===== config.mk =====
export PLATFORM = sky130hd
export DESIGN_NAME = current_fault_response_ctrl
export DESIGN_NICKNAME = d
export VERILOG_FILES = /design/src/rtl/current_fault_response_ctrl_pkg.sv /design/src/rtl/current_fault_response_ctrl.sv /design/src/rtl/fault_delay_timer.sv
export VERILOG_INCLUDE_DIRS = /design/src /design/src/rtl
export SDC_FILE = /design/constraint.sdc
export NUM_CORES = 1
export LEC_CHECK = 0
export BUFFER_PORTS_ARGS = -buffer_cell sky130_fd_sc_hd__buf_4
export CELL_PAD_IN_SITES_DETAIL_PLACEMENT = 1
export CELL_PAD_IN_SITES_GLOBAL_PLACEMENT = 1
export CORE_ASPECT_RATIO = 2
export CORE_MARGIN = 2
export CORE_UTILIZATION = 51
export DETAILED_ROUTE_END_ITERATION = 10
export GPL_TIMING_DRIVEN = 1
export PLACE_DENSITY_LB_ADDON = 0.1
export REMOVE_ABC_BUFFERS = 1
export SYNTH_ARGS = -nofsm -noshare
export SYNTH_HDL_FRONTEND = slang
export SYNTH_SLANG_ARGS = --single-unit

===== constraint.sdc =====
create_clock -name i_mclk -period 11.2 [get_ports i_mclk]
set_input_delay 1.12 -clock i_mclk [delete_from_list [all_inputs] [get_ports i_mclk]]
set_output_delay 1.12 -clock i_mclk [all_outputs]
set_load 0.05 [all_outputs]

===== src/rtl/current_fault_response_ctrl_params.svh =====
// Command codes, field positions, reset values and timing counts of the fault response block.
`ifndef CURRENT_FAULT_RESPONSE_CTRL_PARAMS_SVH
`define CURRENT_FAULT_RESPONSE_CTRL_PARAMS_SVH

`define CMD_OC_WARN_THR       8'h4A
`define CMD_UC_FAULT_THR      8'h4B
`define CMD_UC_ACTION         8'h4C
`define CMD_OT_FAULT_THR      8'h4F

`define ACT_RESP_HI           7
`define ACT_RESP_LO           6
`define ACT_RETRY_HI          5
`define ACT_RETRY_LO          3
`define ACT_DELAY_HI          2
`define ACT_DELAY_LO          0

`define RESP_IGNORE           2'h0
`define RESP_DELAY_THEN_RETRY 2'h1
`define RESP_DISABLE_RETRY    2'h2
`define RESP_DISABLE_HOLD     2'h3
`define RETRY_NONE            3'h0
`define RETRY_ENDLESS         3'h7

`define RST_OC_WARN_THR       16'h0000
`define RST_UC_FAULT_THR      16'h0000
`define RST_UC_ACTION         8'h00
`define RST_OT_FAULT_THR      16'h7FFF

// Clock rate in kHz and delay units in microseconds (10 ms and 8.2 ms).
`define CLK_FREQ_KHZ          50000
`define CONT_UNIT_US          10000
`define RETRY_UNIT_US         8200
`define CONT_UNIT_CYCLES      ((`CONT_UNIT_US * `CLK_FREQ_KHZ) / 1000)
`define RETRY_UNIT_CYCLES     ((`RETRY_UNIT_US * `CLK_FREQ_KHZ) / 1000)
`define TIMER_W               24

`endif


===== src/rtl/current_fault_response_ctrl_pkg.sv =====
// Types shared by the fault response controller and its delay timer.
package current_fault_response_ctrl_pkg;
  `include "current_fault_response_ctrl_params.svh"

  typedef enum logic [4:0] {
    ST_RUN     = 5'h01,
    ST_DELAY   = 5'h02,
    ST_WAIT    = 5'h04,
    ST_HOLD    = 5'h08,
    ST_LATCHED = 5'h10
  } uc_state_t;

  typedef struct packed {
    logic [`TIMER_W-1:0] cyc;
    logic [2:0]          units;
    logic                busy;
    logic                done;
  } timer_state_t;

  typedef struct packed {
    logic [15:0] oc_warn_thr;
    logic [15:0] uc_thr;
    logic [7:0]  uc_action;
    logic [15:0] ot_thr;
    uc_state_t   state;
    logic        uc_active;
    logic [2:0]  retry_cnt;
    logic        out_en;
    logic        uc_stat;
    logic        oc_stat;
    logic        ot_stat;
    logic        alert_oe;
    logic [15:0] rd_data;
    logic        rd_valid;
    logic        cmd_nack;
    logic        ctrl_s1;
    logic        ctrl_s2;
    logic        on_prev;
  } ctrl_state_t;
endpackage : current_fault_response_ctrl_pkg


===== src/rtl/current_fault_response_ctrl.sv =====
// Fault thresholds and under-current fault response of a digitally managed converter.
`timescale 1ns/10ps
`include "current_fault_response_ctrl_params.svh"
module current_fault_response_ctrl
  import current_fault_response_ctrl_pkg::*;
#(
  parameter logic [`TIMER_W-1:0] CONT_UNIT_CYCLES  = `TIMER_W'(`CONT_UNIT_CYCLES),
  parameter logic [`TIMER_W-1:0] RETRY_UNIT_CYCLES = `TIMER_W'(`RETRY_UNIT_CYCLES)
) (
  // Clock and reset
  input  wire logic        i_mclk,
  input  wire logic        i_rst,
  // Decoded command port from the host interface
  input  wire logic        i_cmd_wr,
  input  wire logic        i_cmd_rd,
  input  wire logic [7:0]  i_cmd_code,
  input  wire logic [15:0] i_cmd_wdata,
  input  wire logic        i_clear_faults,
  output logic [15:0]      o_cmd_rdata,
  output logic             o_cmd_rvalid,
  output logic             o_cmd_nack,
  // Measurements
  input  wire logic        i_meas_valid,
  input  wire logic [15:0] i_iout_meas,
  input  wire logic [15:0] i_temp_meas,
  // On/off control
  input  wire logic        i_ctrl_pin,
  input  wire logic        i_operation_on,
  input  wire logic        i_other_fault_shutdown,
  // Power stage and status
  output logic             o_output_enable,
  output logic             o_uc_fault_status,
  output logic             o_oc_warn_status,
  output logic             o_ot_fault_status,
  // Open-drain alert line
  output logic             o_alert_line_n_out,
  output logic             o_alert_line_n_oe
);
  ctrl_state_t          c_reg;
  ctrl_state_t          c_next;
  logic                 timer_start;
  logic [`TIMER_W-1:0]  timer_unit_cycles;
  logic                 timer_busy;
  logic                 timer_done;

  // Turns a linear word (5-bit exponent, 11-bit mantissa) into a value scaled by 2^16.
  function automatic logic signed [47:0] lin_value(input logic [15:0] w);
    logic signed [47:0] m;
    logic [5:0]         sh;
    m = {{37{w[10]}}, w[10:0]};
    sh = {w[15], w[15:11]} + 6'h10;
    lin_value = m <<< sh;
  endfunction : lin_value

  fault_delay_timer u_timer (
    .i_mclk        (i_mclk),
    .i_rst         (i_rst),
    .i_start       (timer_start),
    .i_unit_cycles (timer_unit_cycles),
    .i_units       (c_reg.uc_action[`ACT_DELAY_HI:`ACT_DELAY_LO]),
    .o_busy        (timer_busy),
    .o_done        (timer_done)
  );

  always_comb begin
    logic [1:0] resp;
    logic [2:0] retries;
    logic       on_cmd;
    logic       below;
    logic       uc_evt;
    logic       go_retry;
    logic       set_uc;
    logic       set_oc;
    logic       set_ot;
    logic       clr;
    c_next = c_reg;
    resp = c_reg.uc_action[`ACT_RESP_HI:`ACT_RESP_LO];
    retries = c_reg.uc_action[`ACT_RETRY_HI:`ACT_RETRY_LO];
    on_cmd = i_operation_on & c_reg.ctrl_s2;
    below = lin_value(i_iout_meas) < lin_value(c_reg.uc_thr);
    uc_evt = 1'b0;
    go_retry = 1'b0;
    clr = 1'b0;
    set_uc = 1'b0;
    set_oc = 1'b0;
    set_ot = 1'b0;
    timer_start = 1'b0;
    // A running timer reloads each later unit with the length that belongs to its own wait.
    timer_unit_cycles = RETRY_UNIT_CYCLES;
    if (c_reg.state == ST_DELAY) begin
      timer_unit_cycles = CONT_UNIT_CYCLES;
    end
    c_next.rd_valid = 1'b0;
    c_next.cmd_nack = 1'b0;

    c_next.ctrl_s1 = i_ctrl_pin;
    c_next.ctrl_s2 = c_reg.ctrl_s1;
    c_next.on_prev = on_cmd;

    if (i_cmd_wr) begin
      case (i_cmd_code)
        `CMD_OC_WARN_THR:  c_next.oc_warn_thr = i_cmd_wdata;
        `CMD_UC_FAULT_THR: c_next.uc_thr = i_cmd_wdata;
        `CMD_UC_ACTION:    c_next.uc_action = i_cmd_wdata[7:0];
        `CMD_OT_FAULT_THR: c_next.ot_thr = i_cmd_wdata;
        default:           c_next.cmd_nack = 1'b1;
      endcase
    end
    if (i_cmd_rd) begin
      c_next.rd_valid = 1'b1;
      case (i_cmd_code)
        `CMD_OC_WARN_THR:  c_next.rd_data = c_reg.oc_warn_thr;
        `CMD_UC_FAULT_THR: c_next.rd_data = c_reg.uc_thr;
        `CMD_UC_ACTION:    c_next.rd_data = {8'h00, c_reg.uc_action};
        `CMD_OT_FAULT_THR: c_next.rd_data = c_reg.ot_thr;
        default: begin
          c_next.rd_data = 16'h0000;
          c_next.cmd_nack = 1'b1;
        end
      endcase
    end

    if (i_meas_valid) begin
      c_next.uc_active = below;
    end

    case (c_reg.state)
      ST_RUN: begin
        if (i_meas_valid && below && c_reg.out_en) begin
          uc_evt = 1'b1;
          case (resp)
            `RESP_IGNORE: c_next.state = ST_RUN;
            `RESP_DELAY_THEN_RETRY: begin
              timer_start = 1'b1;
              timer_unit_cycles = CONT_UNIT_CYCLES;
              c_next.state = ST_DELAY;
            end
            `RESP_DISABLE_RETRY: go_retry = 1'b1;
            default: c_next.state = ST_HOLD;
          endcase
        end else if (i_meas_valid && !below) begin
          // A clean measurement ends the episode, so the next fault counts from zero.
          c_next.retry_cnt = 3'h0;
        end
      end
      ST_DELAY: begin
        if (timer_done) begin
          if (c_reg.uc_active) begin
            go_retry = 1'b1;
          end else begin
            c_next.state = ST_RUN;
          end
        end
      end
      ST_WAIT: begin
        if (timer_done) begin
          c_next.retry_cnt = c_reg.retry_cnt + 3'h1;
          c_next.state = ST_RUN;
        end
      end
      ST_HOLD: begin
        if (i_meas_valid && !below) begin
          c_next.state = ST_RUN;
        end
      end
      ST_LATCHED: c_next.state = ST_LATCHED;
      default: c_next.state = ST_RUN;
    endcase

    if (go_retry) begin
      if (retries == `RETRY_NONE) begin
        c_next.state = ST_LATCHED;
      end else if (retries != `RETRY_ENDLESS && c_reg.retry_cnt >= retries) begin
        c_next.state = ST_LATCHED;
      end else begin
        timer_start = 1'b1;
        timer_unit_cycles = RETRY_UNIT_CYCLES;
        c_next.state = ST_WAIT;
      end
    end

    clr = i_clear_faults | (on_cmd & ~c_reg.on_prev);
    if (clr && c_next.state != ST_WAIT) begin
      c_next.state = ST_RUN;
      c_next.retry_cnt = 3'h0;
    end
    if (i_other_fault_shutdown) begin
      c_next.state = ST_LATCHED;
    end
    if (!on_cmd) begin
      c_next.state = ST_RUN;
      c_next.retry_cnt = 3'h0;
    end

    set_uc = uc_evt;
    set_oc = i_meas_valid && (lin_value(i_iout_meas) > lin_value(c_reg.oc_warn_thr));
    set_ot = i_meas_valid && (lin_value(i_temp_meas) > lin_value(c_reg.ot_thr));
    // A new event in the clearing cycle keeps its bit set.
    c_next.uc_stat = set_uc | (c_reg.uc_stat & ~clr);
    c_next.oc_stat = set_oc | (c_reg.oc_stat & ~clr);
    c_next.ot_stat = set_ot | (c_reg.ot_stat & ~clr);
    c_next.alert_oe = c_next.uc_stat | c_next.oc_stat | c_next.ot_stat;

    c_next.out_en = on_cmd && (c_next.state == ST_RUN || c_next.state == ST_DELAY);
  end

  always_ff @(posedge i_mclk or posedge i_rst) begin
    if (i_rst) begin
      c_reg <= '0;
      c_reg.oc_warn_thr <= `RST_OC_WARN_THR;
      c_reg.uc_thr <= `RST_UC_FAULT_THR;
      c_reg.uc_action <= `RST_UC_ACTION;
      c_reg.ot_thr <= `RST_OT_FAULT_THR;
      c_reg.state <= ST_RUN;
    end else begin
      c_reg <= c_next;
    end
  end

  assign o_cmd_rdata = c_reg.rd_data;
  assign o_cmd_rvalid = c_reg.rd_valid;
  assign o_cmd_nack = c_reg.cmd_nack;
  assign o_output_enable = c_reg.out_en;
  assign o_uc_fault_status = c_reg.uc_stat;
  assign o_oc_warn_status = c_reg.oc_stat;
  assign o_ot_fault_status = c_reg.ot_stat;
  assign o_alert_line_n_out = 1'b0;
  assign o_alert_line_n_oe = c_reg.alert_oe;
endmodule : current_fault_response_ctrl


===== src/rtl/fault_delay_timer.sv =====
// Counts a number of delay units, each a given number of clock cycles long.
`timescale 1ns/10ps
`include "current_fault_response_ctrl_params.svh"
module fault_delay_timer
  import current_fault_response_ctrl_pkg::*;
(
  // Clock and reset
  input  wire logic                i_mclk,
  input  wire logic                i_rst,
  // Control
  input  wire logic                i_start,
  input  wire logic [`TIMER_W-1:0] i_unit_cycles,
  input  wire logic [2:0]          i_units,
  // Status
  output logic                     o_busy,
  output logic                     o_done
);
  timer_state_t t_reg;
  timer_state_t t_next;

  always_comb begin
    t_next = t_reg;
    t_next.done = 1'b0;
    if (i_start) begin
      t_next.cyc = i_unit_cycles - `TIMER_W'(1);
      t_next.units = i_units;
      // A count of zero units expires on the next edge.
      t_next.busy = (i_units != 3'h0);
      t_next.done = (i_units == 3'h0);
    end else if (t_reg.busy) begin
      if (t_reg.cyc == `TIMER_W'(0)) begin
        if (t_reg.units == 3'h1) begin
          t_next.busy = 1'b0;
          t_next.done = 1'b1;
        end else begin
          t_next.units = t_reg.units - 3'h1;
          t_next.cyc = i_unit_cycles - `TIMER_W'(1);
        end
      end else begin
        t_next.cyc = t_reg.cyc - `TIMER_W'(1);
      end
    end
  end

  always_ff @(posedge i_mclk or posedge i_rst) begin
    if (i_rst) begin
      t_reg <= '0;
    end else begin
      t_reg <= t_next;
    end
  end

  assign o_busy = t_reg.busy;
  assign o_done = t_reg.done;
endmodule : fault_delay_timer


==> metrics.txt <==
areal power density over the cells=115 nW/um^2; post-synth top area cell=dfrtp_1; Post-layout nets=1864; routed via count=13491; synthesized cell area=around 13000 sq um; average detailed-routed wire length per instance=26.7 um; number of buffers on the longest clock path=2; slack of the worst reg-to-reg path=5.42 ns; Initial Utilization=51.9%; total global routing track utilization=39.0%; Syn-to-layout area delta=8.94%; Slew Limit Headroom=36.9%; PostCTS Resize Cnt=0; top cells by area in the synthesized netlist=dfrtp_1 20%, ha_1 12%, mux2i_1 7.3%, mux2_2 6.8%, nand2_1 5.1%; number of maximum-capacitance constraint violations=0; final slew viol count=0; leftover overflow at the end of global routing=0; final RePlAce weighted congestion=0.986; non-filler instance count after layout=2020; number of hold buffers added after cts=0; Crit Path Class=flop to flop; pin slew with the least headroom to its limit=0.946 ns; width of the chip=118 um; TritonCTS clock tree=yes; flip-flop count of the largest register, all copies and words added=67; final worst path period share=51.6%; share of the yosys chip area belonging to registers=a little under a quarter; fraction of post-synthesis cell area in the top cell type by area=19.5%; kind of capture point of the worst setup path=flop; instance count after placement with tap cells included=1987; post-route antenna net violation count=0; arrival time worst endpoint=6.14 ns; sinks on the clock net=120; Detailed Route Iter0 Violations=about 770; Port Buffers=87; RSZ-0062 raised after global routing=false; vias in the first global route=14562; Hold Fails Final Rpt=0; Reg clk slew, reported paths=roughly 0.060 ns; Max Freq=0.173 GHz; global-route wire length before repair=about 80 mm; total of warnings raised by yosys=0; status=complete, no violations; floorplan row count=83; final sum of negative setup slack=0 ns; required arrival time at the worst endpoint=approximately 12 ns; average cell area after synthesis=7.99 sq um; most used cells in the layout excluding fill and tap cells=181 x nand2_1, 137 x nor2_1, 133 x ha_1, 129 x o21ai_0, 115 x a21oi_1; pin count of the biggest net entering global routing=77; smallest hold slack=about 0.38 ns; die boundary height=~230 um; iteration count of the initial detailed-routing pass=5; Vias/cell=between 6 and 7; number of buffers added for setup after CTS=0; Primary FF master, synth=dfrtp_1; die area=between 20000 and 30000 sq um; aggregate routed wire length=54.0 mm; post-synthesis async set-or-reset flop share=100%; number of distinct standard cells referenced by the synthesized netlist=83; FF+latch count, synth=between 100 and 150; proportion of layout cells with a drive suffix above 1=15.1%; # DRC=0; HPWL Detailed=42.1 mm; critical path startpoint category=flop; top-level I/O count=between 80 and 90; # H-tree levels=4; number of instances in the synthesized netlist=1668; number of buffers inserted during clock tree synthesis=17; worst supply voltage drop on vdd=0.000137 V; leading cell type in the layout, fill and taps excluded=nand2_1; time the final worst path needs with I/O delays and setup=~5.8 ns; placeable core region=25700 sq um; master cell of the clock root buffer=clkbuf_16; number of enable-type register cells in the synthesized netlist=0; Pleak=6.26 nW; Clk Latency, worst-skew pair=about 0.44 ns; worst-path maximum fanout=18; worst clock skew on the final layout=0.0148 ns; class of the worst hold path=flop to flop; number of endpoints failing setup at the final stage=0; number of antenna violations at the first check in global routing=1
## where the power goes
part	switching, W	internal (W)	total (W)	leakage, nW
logic	0.000351	0.000223	0.000574	4.51
clock network	0.000245	0.000314	0.000559	0.284
registers	0.0000682	0.000475	0.000544	1.47
total	0.000664	0.00101	0.00168	6.26
## through the flow
step	setup slack (ns)	instance area [sq um]	power [W]	utilization, %
final	5.42	14500	0.00168	56.6
after global routing	5.11	14500	0.00175	56.6
after CTS	5.52	14500	0.00166	56.6
after detailed placement	5.42	13900	0.00110	54.3
after global placement	5.60	13900	0.00108	54.3
after floorplan	6.35	12800	0.000895	-
## routing by layer
layer	vias up	wire length (um)	share of wire, %	global-route usage (%)
met5	-	0	0	0
met1	6623	17400	32	34.4
met4	0	5590	10	35.8
li1	6122	-	-	-
met2	495	29300	54	75.4
met3	251	1710	3.2	4.44
## synthesized netlist by cell type (all sizes together) (6+ instances only)
library cell / count
nand2: 181
inv: 53
a21oi: 115
a211oi: 12
nand3: 36
nand2b: 25
nor2: 139
a22o: 12
and3: 14
dfstp: 16
a22oi: 29
nor4: 8
nand3b: 7
a221oi: 14
dfrtp: 104
a21o: 38
xnor2: 12
o31a: 6
nand4: 19
mux2: 81
o21ai: 131
mux2i: 98
nor2b: 16
nor3: 27
a31oi: 16
ha: 133
buf: 36
or2: 13
o22ai: 32
clkbuf: 78
o211ai: 11
and2: 20
a311oi: 6
o21a: 20
a21boi: 16
or3: 17
## path summary, 6_finish.rpt
path / start / to / cells after the start
max: c_reg[70] / u_timer.t_reg[17] / 15
min: c_next[1] / c_reg[1] / 0
max reg2reg: c_reg[70] / u_timer.t_reg[17] / 15
min reg2reg: c_next[1] / c_reg[1] / 0
max in group asynchronous: i_rst / u_timer.t_reg[16] / 3
min in group asynchronous: i_rst / o_cmd_rvalid / 2
## layout make-up
| cell class | count | area [sq um] |
|---|---|---|
| fillers | 3161 | 11100 |
| multi-input cells | 1377 | 9570 |
| flip-flops and latches | 120 | 3020 |
| repair buffers | 93 | 698 |
| clock buffers | 17 | 425 |
| well taps | 340 | 425 |
| inverters | 57 | 216 |
| clock inverters | 15 | 153 |
| diodes | 1 | 2.50 |
## kinds of logic after synthesis
family	Yosys count	synth area share, %
xor gates and xnor gates	14	0.920
other	1	0.0281
and+or+nand+nor	542	19.5
adders and majority gates	133	12.5
muxes	179	14.3
AOI/OAI and AO/OA	508	24.7
DFF	120	22.7
buffers and inverters	171	5.47
## worst max-delay path: stages (launching register included)
cell	delay, ns
dfrtp_1	0.92
mux2i_1	0.40
mux2i_1	0.19
a21oi_1	0.49
o21ai_0	0.18
a21oi_1	0.42
ha_1	0.35
a211oi_1	0.24
o211ai_1	0.14
o221ai_1	0.32
o211ai_2	0.17
or2_1	0.30
o211ai_4	0.48
nand2_1	0.43
or2_1	0.48
a21oi_1	0.17
Note: power is estimated with default switching activity, not from simulation.
